[config.mk]
export PLATFORM = sky130hd
export DESIGN_NAME = ctm_timer
export DESIGN_NICKNAME = d
export VERILOG_FILES = /design/src/ctm_pkg.sv /design/src/ctm_timer.sv
export SDC_FILE = /design/constraint.sdc
export NUM_CORES = 1
export LEC_CHECK = 0
export BUFFER_PORTS_ARGS = -buffer_cell sky130_fd_sc_hd__buf_4
export CAP_MARGIN = 20
export CORE_MARGIN = 2
export CORE_UTILIZATION = 63
export CTS_BUF_LIST = sky130_fd_sc_hd__clkbuf_2
export DETAILED_ROUTE_END_ITERATION = 8
export GPL_TIMING_DRIVEN = 0
export PLACE_DENSITY = 0.88
export SLEW_MARGIN = 0
export SYNTH_ARGS = -nofsm -noshare
export SYNTH_HDL_FRONTEND = slang
export SYNTH_SLANG_ARGS = --single-unit
[constraint.sdc]
create_clock -name pclk -period 9 [get_ports pclk]
set_input_delay 0.45 -clock pclk [delete_from_list [all_inputs] [get_ports pclk]]
set_output_delay 0.45 -clock pclk [all_outputs]
set_load 0.01 [all_outputs]
[src/ctm_pkg.sv]
// Summary of operation
// - With clear_on_match_enable set, counter returns to zero the cycle after compare A match.
// - With pwm_a_enable set, PWM uses compare A; counter clears after compare C match.
// - Outside PWM, action field on match: 00 off, 01 toggle, 10 low, 11 high.
// - Clock select: 0 stops, 1-4 fast clock /1../8, 5-15 system clock /1../1024.
// - Writing force_compare_a applies the output action as a match would, no flag.
// - force_compare_a reads zero and is ignored while PWM is enabled.
// - prescaler_reset_strobe resets both prescalers, not the counter; reads zero.
// - Software counter write takes effect one clock cycle later.
// - Compare A matches only when counting onto its value, never on a write.
// - Compare A flag sets after a one-cycle synchronisation delay after the match.
// - Compare C matches only on counting; with clear_on_match it clears the counter.
// - Compare A interrupt requested only when enable, global bit and flag all set.
// - Overflow interrupt requested only when enable, global bit and flag all set.
// - Compare A flag clears on vector execution, or a cycle after writing one.
// - Overflow flag sets on overflow; clears on vector or a cycle after writing one.
// - Bits 7 and 0 of the mask and flag registers always read zero.
// - Overflow on wrap 0xff to zero; in PWM also on compare C clear.
// - PWM action 10 low on match, high at count one; 11 the reverse; else off.
// - PWM compare A writes go to a holding register, loaded at compare C match.
package ctm_pkg;

  localparam logic [7:0] CTM_OFS_GEN_CTRL  = 8'h2c;
  localparam logic [7:0] CTM_OFS_CTRL      = 8'h30;
  localparam logic [7:0] CTM_OFS_FLAGS     = 8'h38;
  localparam logic [7:0] CTM_OFS_COUNT     = 8'h40;
  localparam logic [7:0] CTM_OFS_CMP_A     = 8'h44;
  localparam logic [7:0] CTM_OFS_CMP_C     = 8'h48;
  localparam logic [7:0] CTM_OFS_MASK      = 8'h4c;

  localparam int CTM_BIT_FORCE_A  = 2;
  localparam int CTM_BIT_PSC_RST  = 1;
  localparam int CTM_BIT_FLAG_A   = 6;
  localparam int CTM_BIT_FLAG_OVF = 2;

  localparam logic [7:0] CTM_RST_CTRL  = 8'h00;
  localparam logic [7:0] CTM_RST_MASK  = 8'h00;
  localparam logic [7:0] CTM_RST_CMP_A = 8'h00;
  localparam logic [7:0] CTM_RST_CMP_C = 8'hff;
  localparam logic [7:0] CTM_CNT_TOP   = 8'hff;
  localparam logic [7:0] CTM_CNT_ONE   = 8'h01;

  localparam logic [3:0] CTM_CS_STOP     = 4'h0;
  localparam logic [3:0] CTM_CS_FAST_MAX = 4'h4;
  localparam logic [3:0] CTM_CS_SYS_BASE = 4'h5;

  typedef enum logic [1:0] {
    CTM_ACT_OFF,
    CTM_ACT_TOGGLE,
    CTM_ACT_LOW,
    CTM_ACT_HIGH
  } ctm_action_t;

  typedef struct packed {
    logic        clear_on_match_enable;
    logic        pwm_a_enable;
    ctm_action_t out_action_a;
    logic [3:0]  clk_select;
  } ctm_ctrl_t;

endpackage

[src/ctm_timer.sv]
// Design decision made here: the APB register port.
`timescale 1ns/100ps
module ctm_timer
  import ctm_pkg::*;
#(
  parameter int FAST_PSC_W = 3,
  parameter int SYS_PSC_W  = 10
) (
  input  wire logic        pclk,
  input  wire logic        presetn,
  input  wire logic        psel,
  input  wire logic        penable,
  input  wire logic        pwrite,
  input  wire logic [7:0]  paddr,
  input  wire logic [31:0] pwdata,
  output logic [31:0]      prdata,
  output logic             pready,
  output logic             pslverr,
  input  wire logic        fast_clk_tick,
  input  wire logic        global_irq_enable,
  input  wire logic        port_dir_out,
  input  wire logic        vec_ack_compare_a,
  input  wire logic        vec_ack_overflow,
  output logic             irq_compare_a,
  output logic             irq_overflow,
  output logic             compare_a_pin_out,
  output logic             compare_a_pin_oe_n
);

  ctm_ctrl_t              ctrl_q;
  logic [7:0]             cnt_q;
  logic [7:0]             cmp_a_q;
  logic [7:0]             cmp_a_buf_q;
  logic [7:0]             cmp_c_q;
  logic [7:0]             mask_q;
  logic                   flag_a_q;
  logic                   flag_ovf_q;
  logic [FAST_PSC_W-1:0]  fast_psc_q;
  logic [SYS_PSC_W-1:0]   sys_psc_q;
  logic                   cnt_wr_pend_q;
  logic [7:0]             cnt_wr_val_q;
  logic                   clr_req_q;
  logic                   ev_a_q;
  logic                   ev_ovf_q;
  logic                   clr_a_pend_q;
  logic                   clr_ovf_pend_q;
  logic                   pin_q;
  logic                   pready_q;

  logic        wr_en;
  logic        rd_en;
  logic        mapped;
  logic [7:0]  wd;
  logic        tick;
  logic [7:0]  cnt_inc;
  logic        match_a;
  logic        match_c;
  logic        ovf_ev;
  logic        force_a;
  logic        psc_rst;
  logic        connected;
  logic [31:0] rd_val;
  logic [3:0]  k;

  assign wd      = pwdata[7:0];
  assign wr_en   = psel & penable & pready_q & pwrite;
  assign rd_en   = psel & penable & ~pready_q & ~pwrite;
  assign mapped  = paddr inside {CTM_OFS_GEN_CTRL, CTM_OFS_CTRL,
                                 CTM_OFS_FLAGS, CTM_OFS_COUNT,
                                 CTM_OFS_CMP_A, CTM_OFS_CMP_C,
                                 CTM_OFS_MASK};
  assign psc_rst = wr_en & (paddr == CTM_OFS_GEN_CTRL)
                   & wd[CTM_BIT_PSC_RST];
  assign force_a = wr_en & (paddr == CTM_OFS_GEN_CTRL)
                   & wd[CTM_BIT_FORCE_A] & ~ctrl_q.pwm_a_enable;

  // Prescaled tick selection
  always_comb begin
    k    = 4'h0;
    tick = 1'b0;
    if (ctrl_q.clk_select == CTM_CS_STOP) begin
      tick = 1'b0;
    end else if (ctrl_q.clk_select <= CTM_CS_FAST_MAX) begin
      k    = ctrl_q.clk_select - 4'h1;
      tick = fast_clk_tick
             & (&(fast_psc_q | ~(((FAST_PSC_W)'(1) << k) - 1'b1)));
    end else begin
      k    = ctrl_q.clk_select - CTM_CS_SYS_BASE;
      tick = &(sys_psc_q | ~(((SYS_PSC_W)'(1) << k) - 1'b1));
    end
  end

  assign cnt_inc = cnt_q + 8'h01;
  // Matches only from counting, never from a pending write
  assign match_a = tick & ~cnt_wr_pend_q & ~clr_req_q
                   & (cnt_inc == cmp_a_q);
  assign match_c = tick & ~cnt_wr_pend_q & ~clr_req_q
                   & (cnt_inc == cmp_c_q);
  assign ovf_ev  = (tick & ~cnt_wr_pend_q & ~clr_req_q
                    & (cnt_q == CTM_CNT_TOP))
                   | (clr_req_q & ctrl_q.pwm_a_enable);
  assign connected = ctrl_q.pwm_a_enable ? ctrl_q.out_action_a[1]
                     : (ctrl_q.out_action_a != CTM_ACT_OFF);

  always_ff @(posedge pclk or negedge presetn) begin
    if (!presetn) begin
      fast_psc_q <= '0;
      sys_psc_q  <= '0;
    end else if (psc_rst) begin
      fast_psc_q <= '0;
      sys_psc_q  <= '0;
    end else begin
      sys_psc_q <= sys_psc_q + 1'b1;
      if (fast_clk_tick) begin
        fast_psc_q <= fast_psc_q + 1'b1;
      end
    end
  end

  // Counter and its delayed software write
  always_ff @(posedge pclk or negedge presetn) begin
    if (!presetn) begin
      cnt_q         <= 8'h00;
      cnt_wr_pend_q <= 1'b0;
      cnt_wr_val_q  <= 8'h00;
      clr_req_q     <= 1'b0;
    end else begin
      cnt_wr_pend_q <= wr_en & (paddr == CTM_OFS_COUNT);
      cnt_wr_val_q  <= wd;
      clr_req_q     <= (ctrl_q.clear_on_match_enable
                        & (match_a | match_c))
                       | (ctrl_q.pwm_a_enable & match_c);
      if (cnt_wr_pend_q) begin
        cnt_q <= cnt_wr_val_q;
      end else if (clr_req_q) begin
        cnt_q <= 8'h00;
      end else if (tick) begin
        cnt_q <= cnt_inc;
      end
    end
  end

  // Control and compare registers
  always_ff @(posedge pclk or negedge presetn) begin
    if (!presetn) begin
      ctrl_q      <= ctm_ctrl_t'(CTM_RST_CTRL);
      cmp_a_q     <= CTM_RST_CMP_A;
      cmp_a_buf_q <= CTM_RST_CMP_A;
      cmp_c_q     <= CTM_RST_CMP_C;
      mask_q      <= CTM_RST_MASK;
    end else begin
      if (wr_en && paddr == CTM_OFS_CTRL) begin
        ctrl_q <= ctm_ctrl_t'(wd);
      end
      if (wr_en && paddr == CTM_OFS_CMP_C) begin
        cmp_c_q <= wd;
      end
      if (wr_en && paddr == CTM_OFS_MASK) begin
        mask_q <= wd & ((8'h01 << CTM_BIT_FLAG_A)
                        | (8'h01 << CTM_BIT_FLAG_OVF));
      end
      if (wr_en && paddr == CTM_OFS_CMP_A) begin
        cmp_a_buf_q <= wd;
        if (!ctrl_q.pwm_a_enable) begin
          cmp_a_q <= wd;
        end
      end else if (ctrl_q.pwm_a_enable && match_c) begin
        cmp_a_q <= cmp_a_buf_q;
      end
    end
  end

  // Flags: events delayed one cycle, write clear requests delayed one cycle, vector clears not delayed
  always_ff @(posedge pclk or negedge presetn) begin
    if (!presetn) begin
      ev_a_q         <= 1'b0;
      ev_ovf_q       <= 1'b0;
      clr_a_pend_q   <= 1'b0;
      clr_ovf_pend_q <= 1'b0;
      flag_a_q       <= 1'b0;
      flag_ovf_q     <= 1'b0;
    end else begin
      ev_a_q         <= match_a;
      ev_ovf_q       <= ovf_ev;
      clr_a_pend_q   <= wr_en & (paddr == CTM_OFS_FLAGS)
                        & wd[CTM_BIT_FLAG_A];
      clr_ovf_pend_q <= wr_en & (paddr == CTM_OFS_FLAGS)
                        & wd[CTM_BIT_FLAG_OVF];
      if (ev_a_q) begin
        flag_a_q <= 1'b1;
      end else if (clr_a_pend_q || vec_ack_compare_a) begin
        flag_a_q <= 1'b0;
      end
      if (ev_ovf_q) begin
        flag_ovf_q <= 1'b1;
      end else if (clr_ovf_pend_q || vec_ack_overflow) begin
        flag_ovf_q <= 1'b0;
      end
    end
  end

  always_ff @(posedge pclk or negedge presetn) begin
    if (!presetn) begin
      irq_compare_a <= 1'b0;
      irq_overflow  <= 1'b0;
    end else begin
      irq_compare_a <= mask_q[CTM_BIT_FLAG_A] & global_irq_enable
                       & flag_a_q;
      irq_overflow  <= mask_q[CTM_BIT_FLAG_OVF] & global_irq_enable
                       & flag_ovf_q;
    end
  end

  // Output compare pin
  always_ff @(posedge pclk or negedge presetn) begin
    if (!presetn) begin
      pin_q              <= 1'b0;
      compare_a_pin_oe_n <= 1'b1;
    end else begin
      compare_a_pin_oe_n <= ~(connected & port_dir_out);
      if (ctrl_q.pwm_a_enable) begin
        if (match_a) begin
          pin_q <= (ctrl_q.out_action_a == CTM_ACT_HIGH);
        end else if (tick && !cnt_wr_pend_q && !clr_req_q
                     && cnt_inc == CTM_CNT_ONE) begin
          pin_q <= (ctrl_q.out_action_a == CTM_ACT_LOW);
        end
      end else if (match_a || force_a) begin
        case (ctrl_q.out_action_a)
          CTM_ACT_TOGGLE: pin_q <= ~pin_q;
          CTM_ACT_LOW:    pin_q <= 1'b0;
          CTM_ACT_HIGH:   pin_q <= 1'b1;
          default:        pin_q <= pin_q;
        endcase
      end
    end
  end

  assign compare_a_pin_out = pin_q;

  // Read mux; strobe bits of the general control register read zero
  always_comb begin
    rd_val = 32'h0000_0000;
    case (paddr)
      CTM_OFS_CTRL:  rd_val[7:0] = ctrl_q;
      CTM_OFS_COUNT: rd_val[7:0] = cnt_q;
      CTM_OFS_CMP_A: rd_val[7:0] = cmp_a_buf_q;
      CTM_OFS_CMP_C: rd_val[7:0] = cmp_c_q;
      CTM_OFS_MASK:  rd_val[7:0] = mask_q;
      CTM_OFS_FLAGS: begin
        rd_val[CTM_BIT_FLAG_A]   = flag_a_q;
        rd_val[CTM_BIT_FLAG_OVF] = flag_ovf_q;
      end
      default:       rd_val = 32'h0000_0000;
    endcase
  end

  // APB slave: one wait state, answer registered
  always_ff @(posedge pclk or negedge presetn) begin
    if (!presetn) begin
      pready_q <= 1'b0;
      prdata   <= 32'h0000_0000;
      pslverr  <= 1'b0;
    end else begin
      pready_q <= psel & penable & ~pready_q;
      pslverr  <= psel & penable & ~pready_q & ~mapped;
      if (rd_en) begin
        prdata <= rd_val;
      end
    end
  end

  assign pready = pready_q;

endmodule

==> metrics.txt, run 1 <==
# TYPE chip_impl_metric gauge
chip_impl_metric{name="cts.sinks",unit=""} 85
chip_impl_metric{name="r2r_slack",unit="ns"} 4.74
chip_impl_metric{name="async_sr_flop_fraction",unit="%"} 100
chip_impl_metric{name="met1_resource_use_gr",unit="%"} 40.5
chip_impl_metric{name="timing.reg2reg.worst_path_depth",unit=""} 15
chip_impl_metric{name="grt_use_met3",unit="%"} 3.45
chip_impl_metric{name="synth_cell_types",unit=""} 77
chip_impl_metric{name="first_global_vias",unit=""} 4209
chip_impl_info{name="cell_type_with_the_largest_total_area_after_synthesis",value="sky130_fd_sc_hd__dfrtp_1"} 1
chip_impl_metric{name="die_w",unit="um"} 96.0
chip_impl_metric{name="synth_cells",unit=""} 551
chip_impl_metric{name="design.final.nets",unit=""} 693
chip_impl_metric{name="powerDensity",unit="nW/um2"} 135
chip_impl_metric{name="finalClockSkew",unit="ns"} 0.0550
chip_impl_metric{name="met2_use_gr",unit="%"} 48.9
chip_impl_metric{name="drt_drc_violations_left",unit=""} 0
chip_impl_info{name="globalRoute.busiestLayer",value="met2"} 1
chip_impl_metric{name="dpl.cell_count",unit=""} 718
chip_impl_metric{name="design.die.area",unit="um2"} 9220
chip_impl_metric{name="detail_route.wirelength",unit="um"} 13300
chip_impl_metric{name="slew_viol_final",unit=""} 0
chip_impl_metric{name="grt_max_degree",unit=""} 86
chip_impl_info{name="ctsRootBufferMaster",value="sky130_fd_sc_hd__clkbuf_2"} 1
chip_impl_info{name="final_common_cell",value="sky130_fd_sc_hd__dfrtp_1"} 1
chip_impl_metric{name="insertedDiodeCount",unit=""} 0
chip_impl_info{name="setup_crit_start_kind",value="flop"} 1
chip_impl_metric{name="cts.path.max_buffers",unit=""} 2
chip_impl_metric{name="timing_worst_slew_pin_value",unit="ns"} 1.03
chip_impl_metric{name="portbufs",unit=""} 39
chip_impl_metric{name="timing.final.hold_violations",unit=""} 0
chip_impl_metric{name="max_cap_viol_count",unit=""} 0
chip_impl_metric{name="p_leak",unit="nW"} 2.81
chip_impl_info{name="rr_startpoint",value="ctrl_q[0]$_DFFE_PN0P_"} 1
chip_impl_metric{name="synthesis.area",unit="um2"} 5340
chip_impl_metric{name="cp_max_fo",unit=""} 9
chip_impl_info{name="most_frequent_cells_in_the_layout",value="sky130_fd_sc_hd__dfrtp_1 (76), sky130_fd_sc_hd__buf_4 (63), sky130_fd_sc_hd__nand2_1 (50)"} 1
chip_impl_metric{name="floorplan.die.height",unit="um"} 96.0
chip_impl_metric{name="worst-endpoint-required",unit="ns"} 9.47
chip_impl_info{name="worst_setup_path_endpoint",value="cmp_a_q[6]$_DFFE_PN0P_"} 1
chip_impl_metric{name="detailroute.via_count",unit=""} 4540
chip_impl_metric{name="finish.cell_count_without_fillers",unit=""} 742
chip_impl_info{name="worst_hold_path_type",value="input port to flop"} 1
chip_impl_metric{name="boundaryPins",unit=""} 88
chip_impl_info{name="rsz0062_at_grt",value="false"} 1
chip_impl_metric{name="synth_sequential_area_ratio",unit="%"} 40.1
chip_impl_metric{name="flow.area_growth_from_synthesis",unit="%"} 14.5
chip_impl_metric{name="clk_pin_slew",unit="ns"} 0.22
chip_impl_metric{name="placement_rows",unit=""} 33
chip_impl_metric{name="final_min_period_over_clock_period",unit="%"} 47.3
chip_impl_metric{name="timing.slew.headroom",unit="%"} 30.6
chip_impl_metric{name="critPathArrivalTime",unit="ns"} 4.72
chip_impl_metric{name="post_drt_via_cell_ratio",unit=""} 6.12
chip_impl_info{name="outcome",value="finished, final reports clean"} 1
chip_impl_info{name="synthFlopType",value="sky130_fd_sc_hd__dfrtp_1"} 1
chip_impl_metric{name="max_freq",unit="GHz"} 0.235
chip_impl_metric{name="hpwlAfterDp",unit="um"} 9740
chip_impl_metric{name="min_delay_path_depth",unit=""} 1
chip_impl_metric{name="detail-route-antenna-nets",unit=""} 0
chip_impl_info{name="r2r-end",value="cmp_a_q[6]$_DFFE_PN0P_"} 1
chip_impl_metric{name="antenna_violations_before_repair",unit=""} 0
chip_impl_metric{name="synth_seq_cells",unit=""} 85
chip_impl_metric{name="worst_skew_pair.late_latency",unit="ns"} 0.58
chip_impl_metric{name="final_layout_size_suffix_gt1_share",unit="%"} 23.4
chip_impl_metric{name="global_route.overflow_total",unit=""} 0
chip_impl_metric{name="dr.pass1.iters",unit=""} 5
chip_impl_metric{name="report.final.setup_viol",unit=""} 0
chip_impl_metric{name="period_needed",unit="ns"} 4.26
chip_impl_info{name="cts_tree",value="built"} 1
chip_impl_metric{name="syn-mean-instance-area",unit="um2"} 9.69
chip_impl_metric{name="synth_largest_type_area_fraction",unit="%"} 35.6
chip_impl_metric{name="gpl.final_weighted_congestion",unit=""} 0.954
chip_impl_metric{name="grtUsageTotal",unit="%"} 30.0
chip_impl_metric{name="worst_ir_drop_on_vdd",unit="mV"} 0.118
chip_impl_info{name="cp-startpoint",value="ctrl_q[0]$_DFFE_PN0P_"} 1
chip_impl_metric{name="post_cts_resize_count",unit=""} 0
chip_impl_info{name="timing.critical_path.to_type",value="flop"} 1
chip_impl_metric{name="tritoncts.num_buffers",unit=""} 9
chip_impl_info{name="synthTopCellsByArea",value="sky130_fd_sc_hd__dfrtp_1 (36%), sky130_fd_sc_hd__mux2_2 (4.9%), sky130_fd_sc_hd__dfstp_2 (4.4%)"} 1
chip_impl_metric{name="yosys_warnings",unit=""} 0
chip_impl_metric{name="wire_per_inst",unit="um"} 17.9
chip_impl_metric{name="fin_total_pwr",unit="mW"} 0.826
chip_impl_metric{name="initial_core_util",unit="%"} 65.0
chip_impl_metric{name="ctsHtreeMaxLevel",unit=""} 3
chip_impl_metric{name="grt_first_pass_wirelength",unit="um"} 20800
chip_impl_metric{name="detail_route.iter0.violations",unit=""} 318
chip_impl_info{name="critical_path_class",value="flop to flop"} 1
chip_impl_metric{name="edff_count_synth",unit=""} 0
chip_impl_metric{name="fillers",unit=""} 604
chip_impl_metric{name="totalNegativeSetupSlack",unit="ns"} 0
chip_impl_metric{name="fp.coreArea",unit="um2"} 8220
worst min path at each step:
stage,startpoint,end,slack [ns]
after CTS,pwdata[5],cnt_wr_val_q[5]$_DFF_PN0_,0.007
final,pwdata[4],cnt_wr_val_q[4]$_DFF_PN0_,0.05
after global routing,pwdata[6],cnt_wr_val_q[6]$_DFF_PN0_,0.03
after floorplan,presetn,clr_a_pend_q$_DFF_PN0_,0.15
after detailed placement,ev_a_q$_DFF_PN0_,flag_a_q$_DFFE_PN0P_,0.42
after global placement,ev_a_q$_DFF_PN0_,flag_a_q$_DFFE_PN0P_,0.41
synthesized netlist by cell type, types with 3 or more instances:
cell type                    n
sky130_fd_sc_hd__clkbuf_1   16
sky130_fd_sc_hd__nand2b_1    6
sky130_fd_sc_hd__nor2_1     39
sky130_fd_sc_hd__a22oi_1     8
sky130_fd_sc_hd__ha_1       11
sky130_fd_sc_hd__mux2_2     23
sky130_fd_sc_hd__inv_1      16
sky130_fd_sc_hd__buf_2      10
sky130_fd_sc_hd__nand3_1    19
sky130_fd_sc_hd__o22ai_1     4
sky130_fd_sc_hd__and4_1      3
sky130_fd_sc_hd__and2_1      6
sky130_fd_sc_hd__mux2_4      8
sky130_fd_sc_hd__nor2b_1     7
sky130_fd_sc_hd__nor4_1      7
sky130_fd_sc_hd__a21o_1      3
sky130_fd_sc_hd__a31oi_1     6
sky130_fd_sc_hd__o31a_1      4
sky130_fd_sc_hd__o21ai_0    35
sky130_fd_sc_hd__xor2_1     12
sky130_fd_sc_hd__dfstp_2     9
sky130_fd_sc_hd__xnor2_1    20
sky130_fd_sc_hd__o2111ai_1   3
sky130_fd_sc_hd__dfrtp_1    76
sky130_fd_sc_hd__buf_4      24
sky130_fd_sc_hd__o311ai_0    3
sky130_fd_sc_hd__mux2i_1    11
sky130_fd_sc_hd__nand2_1    50
sky130_fd_sc_hd__a311o_1     3
sky130_fd_sc_hd__a21oi_1    18
sky130_fd_sc_hd__nor3_1     21
sky130_fd_sc_hd__o21bai_1    3
sky130_fd_sc_hd__and3_1      9
timing repair:
item | in CTS | in global routing
setup endpoints to repair | 0 | 0
buffers inserted | 0 | 0
endpoints found under the hold margin | 3 | 17
hold buffers | 3 | 4
kinds of logic after synthesis:
kind of cell / synth area share, %
buffers and inverters: 7.22
XOR/XNOR: 6.40
AO/OA/AOI/OAI: 16.1
adder cells (fa/ha/maj): 2.58
other: 0.0703
flip-flops: 40.1
AND/OR/NAND/NOR: 18.4
multiplexers: 9.17
stage by stage:
| stage | setup slack, ns | cell area, um2 | utilization [%] | hold slack (ns) |
|---|---|---|---|---|
| 6_report | 4.74 | 6110 | 74.4 | 0.0534 |
| 5_1_grt | 4.53 | 6110 | 74.4 | 0.0338 |
| 4_1_cts | 4.79 | 6040 | 73.5 | 0.00739 |
| 3_5_place_dp | 4.86 | 5850 | 71.2 | 0.421 |
| 3_3_place_gp | 4.94 | 5850 | 71.2 | 0.410 |
| 2_1_floorplan | 5.37 | 5420 | - | 0.154 |
flip-flops by register name, indices dropped and copies added, names as in the netlist, 2 cells and up:
| register | flops |
|---|---|
| sys_psc_q | 10 |
| cmp_c_q | 8 |
| cmp_a_q | 8 |
| cmp_a_buf_q | 8 |
| mask_q | 2 |
| cnt_wr_val_q | 8 |
| fast_psc_q | 3 |
| cnt_q | 8 |
| prdata | 8 |
| ctrl_q | 8 |
per-layer routing:
metal,vias up,wire [um]
met4,0,426
met5,-,0
met1,2198,5580
met3,36,950
li1,2084,-
met2,222,6310
final cells by class:
| class | instances | area [um2] | share of cell area [%] |
|---|---|---|---|
| multi-input cells | 418 | 2900 | 47.5 |
| flip-flops and latches | 85 | 2140 | 35.0 |
| repair buffers | 47 | 390 | 6.39 |
| plain buffers | 55 | 325 | 5.32 |
| well taps | 105 | 131 | 2.15 |
| clock inverters | 7 | 120 | 1.97 |
| inverters | 16 | 60.1 | 0.983 |
| clock buffers | 9 | 45.0 | 0.737 |
worst max-delay path: stages, from the launching register on:
cell                      delay, ns
sky130_fd_sc_hd__dfrtp_1       0.61
sky130_fd_sc_hd__inv_1         0.19
sky130_fd_sc_hd__ha_1          0.23
sky130_fd_sc_hd__buf_2         0.17
sky130_fd_sc_hd__nor2b_1       0.17
sky130_fd_sc_hd__o21ai_0       0.31
sky130_fd_sc_hd__nand2_1       0.18
sky130_fd_sc_hd__nand2_1       0.11
sky130_fd_sc_hd__ha_1          0.28
sky130_fd_sc_hd__o31ai_4       0.12
sky130_fd_sc_hd__o22ai_1       0.11
sky130_fd_sc_hd__or4b_1        0.46
sky130_fd_sc_hd__o221a_4       0.15
sky130_fd_sc_hd__a21bo_4       0.25
sky130_fd_sc_hd__a41oi_4       0.49
sky130_fd_sc_hd__mux2_4        0.34
power breakdown:
group / leakage [nW] / total [mW] / switching, mW / internal, mW
sequential: 1.09 / 0.432 / 0.0269 / 0.405
combinational: 1.63 / 0.133 / 0.0718 / 0.0617
clock: 0.0945 / 0.260 / 0.139 / 0.121
No activity file was read; power rests on OpenSTA's default activity.
==> run 2, diff against run 1 <==
--- a/config.mk
+++ b/config.mk
@@ -8,11 +8,11 @@
 export BUFFER_PORTS_ARGS = -buffer_cell sky130_fd_sc_hd__buf_4
 export CAP_MARGIN = 20
 export CORE_MARGIN = 2
-export CORE_UTILIZATION = 63
+export CORE_UTILIZATION = 53
 export CTS_BUF_LIST = sky130_fd_sc_hd__clkbuf_2
 export DETAILED_ROUTE_END_ITERATION = 8
 export GPL_TIMING_DRIVEN = 0
-export PLACE_DENSITY = 0.88
+export PLACE_DENSITY = 0.79
 export SLEW_MARGIN = 0
 export SYNTH_ARGS = -nofsm -noshare
 export SYNTH_HDL_FRONTEND = slang
==> constraint.sdc (replaced) <==
create_clock -name pclk -period 3.9 [get_ports pclk]
set_input_delay 0.195 -clock pclk [delete_from_list [all_inputs] [get_ports pclk]]
set_output_delay 0.195 -clock pclk [all_outputs]
set_load 0.01 [all_outputs]
==> run 2 against run 1 <==
Worst setup slack got worse by 4.6 ns. Critical path depth rose by 1. Worst hold slack worse by 0.012 ns. Routed wire length grew 0.87%. Sequential power up 130%. Largest cell class unchanged.
==> metrics.txt, run 2 (synthesis results as in run 1) <==
# TYPE chip_impl_metric gauge
chip_impl_metric{name="max_freq",unit="GHz"} 0.268
chip_impl_metric{name="seqCellArea",unit="um2"} 2140
chip_impl_metric{name="fillers",unit=""} 791
chip_impl_metric{name="portbufs",unit=""} 39
chip_impl_metric{name="slew_viol_final",unit=""} 0
chip_impl_metric{name="design.final.nets",unit=""} 708
chip_impl_metric{name="design.die.area",unit="um2"} 10900
chip_impl_info{name="cp_common_cell",value="sky130_fd_sc_hd__nand2_1"} 1
chip_impl_metric{name="global_route.overflow_total",unit=""} 0
chip_impl_info{name="critical_path_class",value="flop to flop"} 1
chip_impl_metric{name="p_leak",unit="nW"} 2.85
chip_impl_metric{name="hpwlAfterDp",unit="um"} 9690
chip_impl_metric{name="detail-route-antenna-nets",unit=""} 0
chip_impl_info{name="timing.critical_path.to_type",value="flop"} 1
chip_impl_metric{name="worstSetupPathDepth",unit=""} 16
chip_impl_metric{name="placement_rows",unit=""} 36
chip_impl_metric{name="r2r_slack",unit="ns"} 0.16
chip_impl_info{name="cts_tree",value="built"} 1
chip_impl_metric{name="timing.reg2reg.worst_path_depth",unit=""} 16
chip_impl_metric{name="finalClockSkew",unit="ns"} 0.0375
chip_impl_metric{name="timing.final.hold_violations",unit=""} 0
chip_impl_info{name="rsz0062_at_grt",value="false"} 1
chip_impl_metric{name="cts.sinks",unit=""} 85
chip_impl_metric{name="grt_first_pass_wirelength",unit="um"} 21800
chip_impl_metric{name="grtUsageTotal",unit="%"} 25.3
chip_impl_metric{name="powerDensity",unit="nW/um2"} 282
chip_impl_info{name="cpLargestDelayFamily",value="compound AO/OA/AOI/OAI gates"} 1
chip_impl_metric{name="cts.path.max_buffers",unit=""} 2
chip_impl_metric{name="gpl.final_weighted_congestion",unit=""} 0.914
chip_impl_info{name="outcome",value="finished, final reports clean"} 1
chip_impl_metric{name="timing_worst_slew_pin_value",unit="ns"} 1.10
chip_impl_metric{name="grt_max_degree",unit=""} 86
chip_impl_info{name="setup_crit_start_kind",value="flop"} 1
chip_impl_info{name="max_flop_register",value="sys_psc_q"} 1
chip_impl_metric{name="wire_per_inst",unit="um"} 17.0
chip_impl_info{name="worst_hold_path_type",value="input port to flop"} 1
chip_impl_metric{name="detail_route.iter0.violations",unit=""} 356
chip_impl_metric{name="max_cap_viol_count",unit=""} 0
chip_impl_info{name="cp-startpoint",value="ctrl_q[0]$_DFFE_PN0P_"} 1
chip_impl_info{name="final_common_cell",value="sky130_fd_sc_hd__dfrtp_1"} 1
chip_impl_metric{name="dr.pass1.iters",unit=""} 5
chip_impl_metric{name="antenna_violations_before_repair",unit=""} 0
chip_impl_metric{name="period_needed",unit="ns"} 3.74
chip_impl_info{name="rr_startpoint",value="ctrl_q[0]$_DFFE_PN0P_"} 1
chip_impl_metric{name="setup_slack",unit="ns"} 0.164
chip_impl_metric{name="detailroute.via_count",unit=""} 4462
chip_impl_metric{name="detail_route.wirelength",unit="um"} 13400
chip_impl_metric{name="report.final.setup_viol",unit=""} 0
chip_impl_metric{name="critical_path.max_stage_delay",unit="ns"} 0.47
chip_impl_metric{name="post_drt_via_cell_ratio",unit=""} 5.68
chip_impl_metric{name="fp.coreArea",unit="um2"} 9770
chip_impl_metric{name="floorplan.die.height",unit="um"} 104
chip_impl_metric{name="cp_max_fo",unit=""} 8
chip_impl_metric{name="crit_buf_inv",unit=""} 3
chip_impl_metric{name="clk_pin_slew",unit="ns"} 0.24
chip_impl_metric{name="die_w",unit="um"} 104
chip_impl_metric{name="final_min_period_over_clock_period",unit="%"} 95.8
chip_impl_metric{name="drt_drc_violations_left",unit=""} 0
chip_impl_metric{name="flow.area_growth_from_synthesis",unit="%"} 17.0
chip_impl_info{name="worstPathCellList",value="inv_1, ha_1, buf_2, nor2b_1, o21ai_1, nand2_1, nand2_1, ha_2, o31ai_4, o22ai_1, or4b_1, o221a_4, a21bo_4, a41oi_4, buf_12, mux2_4"} 1
chip_impl_metric{name="boundaryPins",unit=""} 88
chip_impl_metric{name="critPathArrivalTime",unit="ns"} 4.19
chip_impl_metric{name="worst_ir_drop_on_vdd",unit="mV"} 0.242
chip_impl_info{name="r2r-end",value="cmp_a_q[0]$_DFFE_PN0P_"} 1
chip_impl_info{name="most_frequent_cells_in_the_layout",value="sky130_fd_sc_hd__dfrtp_1 (74), sky130_fd_sc_hd__buf_4 (65), sky130_fd_sc_hd__nand2_1 (50)"} 1
chip_impl_info{name="ctsRootBufferMaster",value="sky130_fd_sc_hd__clkbuf_2"} 1
chip_impl_info{name="worst_setup_path_endpoint",value="cmp_a_q[0]$_DFFE_PN0P_"} 1
chip_impl_metric{name="tritoncts.num_buffers",unit=""} 9
chip_impl_metric{name="ctsHtreeMaxLevel",unit=""} 3
chip_impl_metric{name="max_reg_flops",unit=""} 10
chip_impl_metric{name="first_global_vias",unit=""} 4247
chip_impl_metric{name="worst-endpoint-required",unit="ns"} 4.35
chip_impl_metric{name="place_ws",unit="ns"} -0.355
chip_impl_metric{name="initial_core_util",unit="%"} 54.6
chip_impl_metric{name="multi_input_area",unit="um2"} 2900
chip_impl_metric{name="totalNegativeSetupSlack",unit="ns"} 0
chip_impl_metric{name="worst_skew_pair.late_latency",unit="ns"} 0.57
chip_impl_metric{name="final_core_util",unit="%"} 63.9
chip_impl_metric{name="final_layout_size_suffix_gt1_share",unit="%"} 23.6
chip_impl_metric{name="fin_hold_ws",unit="ns"} 0.0409
chip_impl_metric{name="timing.slew.headroom",unit="%"} 26.1
chip_impl_info{name="critPathSlowestCell",value="sky130_fd_sc_hd__or4b_1"} 1
chip_impl_metric{name="insertedDiodeCount",unit=""} 0
[run 2: cell count changes in the layout (fill, tap and decap cells not counted), moves of 2 or more]
cell	before	now
sky130_fd_sc_hd__dfrtp_2	0	2
sky130_fd_sc_hd__bufinv_16	3	1
sky130_fd_sc_hd__clkinv_2	0	2
sky130_fd_sc_hd__dlygate4sd3_1	7	19
sky130_fd_sc_hd__dfrtp_1	76	74
sky130_fd_sc_hd__buf_4	63	65
sky130_fd_sc_hd__inv_6	2	0
[run 2: per-stage QoR]
step | total power [mW] | instances | instance area (um2)
floorplan | 1.20 | 574 | 5420
global placement | 1.29 | 746 | 5880
detailed placement | 1.30 | 746 | 5880
CTS | 1.76 | 783 | 6210
global route | 1.86 | 785 | 6250
finish | 1.76 | 785 | 6250
[run 2: worst min path at each step]
stage,start,endpoint,slack (ns),cells past startpoint
CTS,paddr[4],pslverr$_DFF_PN0_,0.01,4
global placement,pwdata[1],cnt_wr_val_q[1]$_DFF_PN0_,0.33,1
detailed placement,pwdata[1],cnt_wr_val_q[1]$_DFF_PN0_,0.33,1
finish,paddr[4],pslverr$_DFF_PN0_,0.04,4
global route,paddr[4],pslverr$_DFF_PN0_,0.02,4
floorplan,presetn,clr_a_pend_q$_DFF_PN0_,-0.10,0
[run 2: timing repair]
action | 4_1_cts | 5_1_grt
endpoints found under the setup margin | 18 | 4
setup buffers | 3 | 0
gates resized for setup | 3 | 1
hold buffers | 18 | 1
pin swaps | 1 | 0
hold endpoints to repair | 122 | 3
[run 2: power by group]
| part | internal, mW | switching, mW |
|---|---|---|
| clock | 0.144 | 0.305 |
| sequential | 0.935 | 0.0606 |
| combinational | 0.151 | 0.163 |
[run 2: worst min-delay path, cell delays in order]
cell and delay (ns):
sky130_fd_sc_hd__buf_4 0.10, sky130_fd_sc_hd__nor2_1 0.04, sky130_fd_sc_hd__a21oi_1 0.13, sky130_fd_sc_hd__o211a_1 0.14
[run 2: layer usage]
metal  vias to the layer above  share of wire [%]  global-route usage [%]
met3                        32                6.0                    5.01
met1                      2154                 43                    33.3
met5                         -                  0                       0
met2                       156                 48                    40.6
met4                         0                3.0                    11.0
li1                       2120                  -                       -
[run 2: area by class of cell]
class                      instances  area share, %
inverter                          16          0.962
timing repair buffer              62           8.73
clock buffer                      10          0.801
buffer                            55           5.21
clock inverter                     6          0.881
sequential                        85           34.3
tap                              133           2.66
multi-input combinational        418           46.5
==> run 3, diff against run 2 <==
--- a/config.mk
+++ b/config.mk
@@ -5,14 +5,15 @@
 export SDC_FILE = /design/constraint.sdc
 export NUM_CORES = 1
 export LEC_CHECK = 0
+export ABC_AREA = 1
 export BUFFER_PORTS_ARGS = -buffer_cell sky130_fd_sc_hd__buf_4
 export CAP_MARGIN = 20
 export CORE_MARGIN = 2
-export CORE_UTILIZATION = 53
+export CORE_UTILIZATION = 58
 export CTS_BUF_LIST = sky130_fd_sc_hd__clkbuf_2
 export DETAILED_ROUTE_END_ITERATION = 8
 export GPL_TIMING_DRIVEN = 0
-export PLACE_DENSITY = 0.79
+export PLACE_DENSITY = 0.82
 export SLEW_MARGIN = 0
 export SYNTH_ARGS = -nofsm -noshare
 export SYNTH_HDL_FRONTEND = slang
==> constraint.sdc (replaced) <==
create_clock -name pclk -period 3.6 [get_ports pclk]
set_input_delay 0.18 -clock pclk [delete_from_list [all_inputs] [get_ports pclk]]
set_output_delay 0.18 -clock pclk [all_outputs]
set_load 0.01 [all_outputs]
==> run 3 against run 2 <==
Sequential share of layout area is 2.4 points higher. Sequential power grew 7%. Critical path depth grew 1. Register-to-register slack better by 0.22 ns. Cell count is 5.9% higher. Worst hold slack worse by 0.018 ns. Synthesized area decreased by 7.7%. Global-route usage grew 3.6 points.
==> metrics.txt, run 3 <==
# TYPE chip_impl_metric gauge
chip_impl_metric{name="design.die.area",unit="um2"} 9250
chip_impl_metric{name="synth_largest_type_area_fraction",unit="%"} 38.6
chip_impl_info{name="cts_tree",value="built"} 1
chip_impl_metric{name="floorplan.die.height",unit="um"} 96.2
chip_impl_metric{name="worst-endpoint-required",unit="ns"} 4.04
chip_impl_metric{name="portbufs",unit=""} 39
chip_impl_metric{name="dr.pass1.iters",unit=""} 6
chip_impl_metric{name="synth_sequential_area_ratio",unit="%"} 43.4
chip_impl_metric{name="drt_drc_violations_left",unit=""} 0
chip_impl_info{name="ctsRootBufferMaster",value="sky130_fd_sc_hd__clkbuf_2"} 1
chip_impl_info{name="synthFlopType",value="sky130_fd_sc_hd__dfrtp_1"} 1
chip_impl_metric{name="cts.path.max_buffers",unit=""} 2
chip_impl_metric{name="fp.coreArea",unit="um2"} 8220
chip_impl_metric{name="clk_pin_slew",unit="ns"} 0.26
chip_impl_metric{name="design.final.nets",unit=""} 782
chip_impl_metric{name="hpwlAfterDp",unit="um"} 9500
chip_impl_metric{name="antenna_violations_before_repair",unit=""} 0
chip_impl_metric{name="worst_ir_drop_on_vdd",unit="mV"} 0.203
chip_impl_metric{name="finalClockSkew",unit="ns"} 0.0365
chip_impl_metric{name="async_sr_flop_fraction",unit="%"} 100
chip_impl_metric{name="edff_count_synth",unit=""} 0
chip_impl_info{name="final_common_cell",value="sky130_fd_sc_hd__nand2_1"} 1
chip_impl_metric{name="max_reg_flops",unit=""} 10
chip_impl_metric{name="grt_first_pass_wirelength",unit="um"} 20400
chip_impl_info{name="hold_start",value="paddr[4]"} 1
chip_impl_metric{name="gpl.final_weighted_congestion",unit=""} 0.882
chip_impl_metric{name="grtUsageTotal",unit="%"} 28.9
chip_impl_metric{name="detailroute.via_count",unit=""} 4509
chip_impl_metric{name="report.final.setup_viol",unit=""} 0
chip_impl_metric{name="dpl.cell_count",unit=""} 791
chip_impl_metric{name="flow.area_growth_from_synthesis",unit="%"} 18.3
chip_impl_info{name="rsz0062_at_grt",value="false"} 1
chip_impl_metric{name="boundaryPins",unit=""} 88
chip_impl_metric{name="global_route.overflow_total",unit=""} 0
chip_impl_info{name="max_flop_register",value="sys_psc_q"} 1
chip_impl_metric{name="critPathArrivalTime",unit="ns"} 3.65
chip_impl_metric{name="synth_cell_types",unit=""} 46
chip_impl_info{name="timing.critical_path.to_type",value="flop"} 1
chip_impl_metric{name="post_drt_via_cell_ratio",unit=""} 5.43
chip_impl_metric{name="p_leak",unit="nW"} 2.82
chip_impl_metric{name="timing.reg2reg.worst_path_depth",unit=""} 17
chip_impl_metric{name="placement_rows",unit=""} 33
chip_impl_metric{name="detail_route.wirelength",unit="um"} 12400
chip_impl_info{name="most_frequent_cells_in_the_layout",value="sky130_fd_sc_hd__nand2_1 (136), sky130_fd_sc_hd__inv_1 (78), sky130_fd_sc_hd__dfrtp_1 (75)"} 1
chip_impl_metric{name="slew_viol_final",unit=""} 0
chip_impl_metric{name="first_global_vias",unit=""} 4430
chip_impl_info{name="outcome",value="finished, final reports clean"} 1
chip_impl_info{name="cell_type_with_the_largest_total_area_after_synthesis",value="sky130_fd_sc_hd__dfrtp_1"} 1
chip_impl_info{name="rr_startpoint",value="ctrl_q[1]$_DFFE_PN0P_"} 1
chip_impl_info{name="synthTopCellsByArea",value="sky130_fd_sc_hd__dfrtp_1 (39%), sky130_fd_sc_hd__nand2_1 (10%), sky130_fd_sc_hd__inv_1 (5.9%)"} 1
chip_impl_metric{name="wire_per_inst",unit="um"} 15.0
chip_impl_metric{name="synth_cells",unit=""} 624
chip_impl_metric{name="period_needed",unit="ns"} 3.22
chip_impl_metric{name="synth_seq_cells",unit=""} 85
chip_impl_metric{name="grt_max_degree",unit=""} 86
chip_impl_info{name="ranking_of_synthesized_cells_by_instance_count",value="sky130_fd_sc_hd__nand2_1 (137), sky130_fd_sc_hd__inv_1 (78), sky130_fd_sc_hd__dfrtp_1 (76), sky130_fd_sc_hd__nor2_1 (52), sky130_fd_sc_hd__o21ai_0 (50)"} 1
chip_impl_metric{name="cts.sinks",unit=""} 85
chip_impl_metric{name="yosys_warnings",unit=""} 0
chip_impl_metric{name="ctsHtreeMaxLevel",unit=""} 3
chip_impl_info{name="min_to",value="clr_ovf_pend_q$_DFF_PN0_"} 1
chip_impl_info{name="critical_path_class",value="flop to flop"} 1
chip_impl_metric{name="totalNegativeSetupSlack",unit="ns"} 0
chip_impl_metric{name="worst_skew_pair.late_latency",unit="ns"} 0.55
chip_impl_metric{name="detail_route.iter0.violations",unit=""} 311
chip_impl_metric{name="powerDensity",unit="nW/um2"} 318
chip_impl_metric{name="initial_core_util",unit="%"} 60.0
chip_impl_info{name="r2r-end",value="cmp_a_q[6]$_DFFE_PN0P_"} 1
chip_impl_metric{name="timing.slew.headroom",unit="%"} 54.7
chip_impl_metric{name="finish.cell_count_without_fillers",unit=""} 831
chip_impl_metric{name="timing_worst_slew_pin_value",unit="ns"} 0.675
chip_impl_metric{name="syn-mean-instance-area",unit="um2"} 7.90
chip_impl_metric{name="fillers",unit=""} 659
chip_impl_metric{name="max_freq",unit="GHz"} 0.311
chip_impl_info{name="worst_hold_path_type",value="input port to flop"} 1
chip_impl_metric{name="insertedDiodeCount",unit=""} 0
chip_impl_metric{name="synthesis.area",unit="um2"} 4930
chip_impl_metric{name="cts.repair_timing.setup_buffer_count",unit=""} 0
chip_impl_info{name="setup_crit_start_kind",value="flop"} 1
chip_impl_metric{name="r2r_slack",unit="ns"} 0.38
chip_impl_info{name="top_count_cell_post_synth",value="sky130_fd_sc_hd__nand2_1"} 1
chip_impl_info{name="cp-startpoint",value="ctrl_q[1]$_DFFE_PN0P_"} 1
chip_impl_metric{name="min_delay_path_depth",unit=""} 5
chip_impl_metric{name="final_layout_size_suffix_gt1_share",unit="%"} 19.7
chip_impl_metric{name="cp_max_fo",unit=""} 9
chip_impl_metric{name="tritoncts.num_buffers",unit=""} 9
chip_impl_metric{name="die_w",unit="um"} 96.2
chip_impl_metric{name="max_cap_viol_count",unit=""} 0
chip_impl_metric{name="timing.final.hold_violations",unit=""} 0
chip_impl_metric{name="detail-route-antenna-nets",unit=""} 0
chip_impl_metric{name="final_min_period_over_clock_period",unit="%"} 89.3
-- run 3: changes by cell type in the layout (fill, tap and decap cells not counted), sizes merged, moves of 9 or more --
cell,change
and3,-9
buf,-13
clkbuf,-13
inv,+72
mux2,-31
mux2i,-10
nand2,+106
nand3,+15
nand4,+11
nor2,+19
o21ai,+25
xnor2,-13
-- run 3: what timing repair did --
action | 4_1_cts | 5_1_grt
hold endpoints to repair | 107 | 9
hold buffers | 20 | 3
resized for setup | 0 | 4
setup endpoints to repair | 0 | 7
-- run 3: power breakdown --
part	switching (mW)	internal, mW
sequential	0.0475	1.02
combinational	0.148	0.128
clock	0.347	0.164
total	0.542	1.31
-- run 3: final cells by class --
type,instances,area [um2],area share [%]
multi-input cells,443,2330,40.0
clock inverters,7,73.8,1.27
clock buffers,9,45.0,0.773
flip-flops and latches,85,2140,36.7
inverters,86,325,5.58
well taps,105,131,2.25
repair buffers,63,551,9.44
plain buffers,33,230,3.95
-- run 3: how the worst max path moves through the flow --
stage	to	cells after the start	slack [ns]
6_report	cmp_a_q[6]$_DFFE_PN0P_	17	0.38
5_1_grt	compare_a_pin_out$_DFFE_PN0P_	24	0.04
4_1_cts	cmp_a_q[6]$_DFFE_PN0P_	23	0.35
3_5_place_dp	cmp_a_q[6]$_DFFE_PN0P_	23	0.42
3_3_place_gp	cmp_a_q[7]$_DFFE_PN0P_	22	0.52
2_1_floorplan	cmp_a_q[2]$_DFFE_PN0P_	23	0.97
-- run 3: kinds of logic after synthesis --
kind of cell             after synthesis  share of synthesized area, %
adder cells (fa/ha/maj)               11                          2.79
XOR/XNOR                              14                          2.49
multiplexers                           1                         0.203
buffers and inverters                119                          11.3
AO/OA/AOI/OAI                         99                          11.7
flip-flops                            85                          43.4
other                                  1                        0.0761
AND/OR/NAND/NOR                      294                          28.1
-- run 3: worst max-delay path, cell delays in order (launching register included) --
cell and delay [ns]:
sky130_fd_sc_hd__dfrtp_2 0.52, sky130_fd_sc_hd__inv_1 0.19, sky130_fd_sc_hd__ha_2 0.26, sky130_fd_sc_hd__nand2_2 0.08
sky130_fd_sc_hd__nand2_4 0.12, sky130_fd_sc_hd__nand2_1 0.08, sky130_fd_sc_hd__nor2_1 0.14, sky130_fd_sc_hd__inv_1 0.07
sky130_fd_sc_hd__ha_1 0.28, sky130_fd_sc_hd__nor2_1 0.04, sky130_fd_sc_hd__nor3_1 0.18, sky130_fd_sc_hd__o221ai_1 0.31
sky130_fd_sc_hd__a21oi_4 0.30, sky130_fd_sc_hd__nand3_2 0.13, sky130_fd_sc_hd__nand2_4 0.16, sky130_fd_sc_hd__nand2_4 0.10
sky130_fd_sc_hd__nand2_1 0.07, sky130_fd_sc_hd__nand2_1 0.05
-- run 3: layer usage --
metal	vias up	track usage, %	wire, um
met5	-	0	0
met4	0	12.4	489
met3	51	5.48	599
met2	159	49.9	6280
met1	2126	35.1	5080
li1	2173	-	-
-- run 3: per-stage QoR --
stage          hold slack, ns  utilization, %  cell area [um2]  setup WS (ns)  power [mW]
6_report               0.0229            70.9             5830          0.385        1.85
5_1_grt              -0.00316            70.9             5830         0.0434        1.95
4_1_cts               0.00944            70.1             5760          0.355        1.85
3_5_place_dp            0.300            66.2             5440          0.421        1.34
3_3_place_gp            0.300            66.2             5440          0.516        1.32
2_1_floorplan          -0.116               -             5010          0.968        1.24
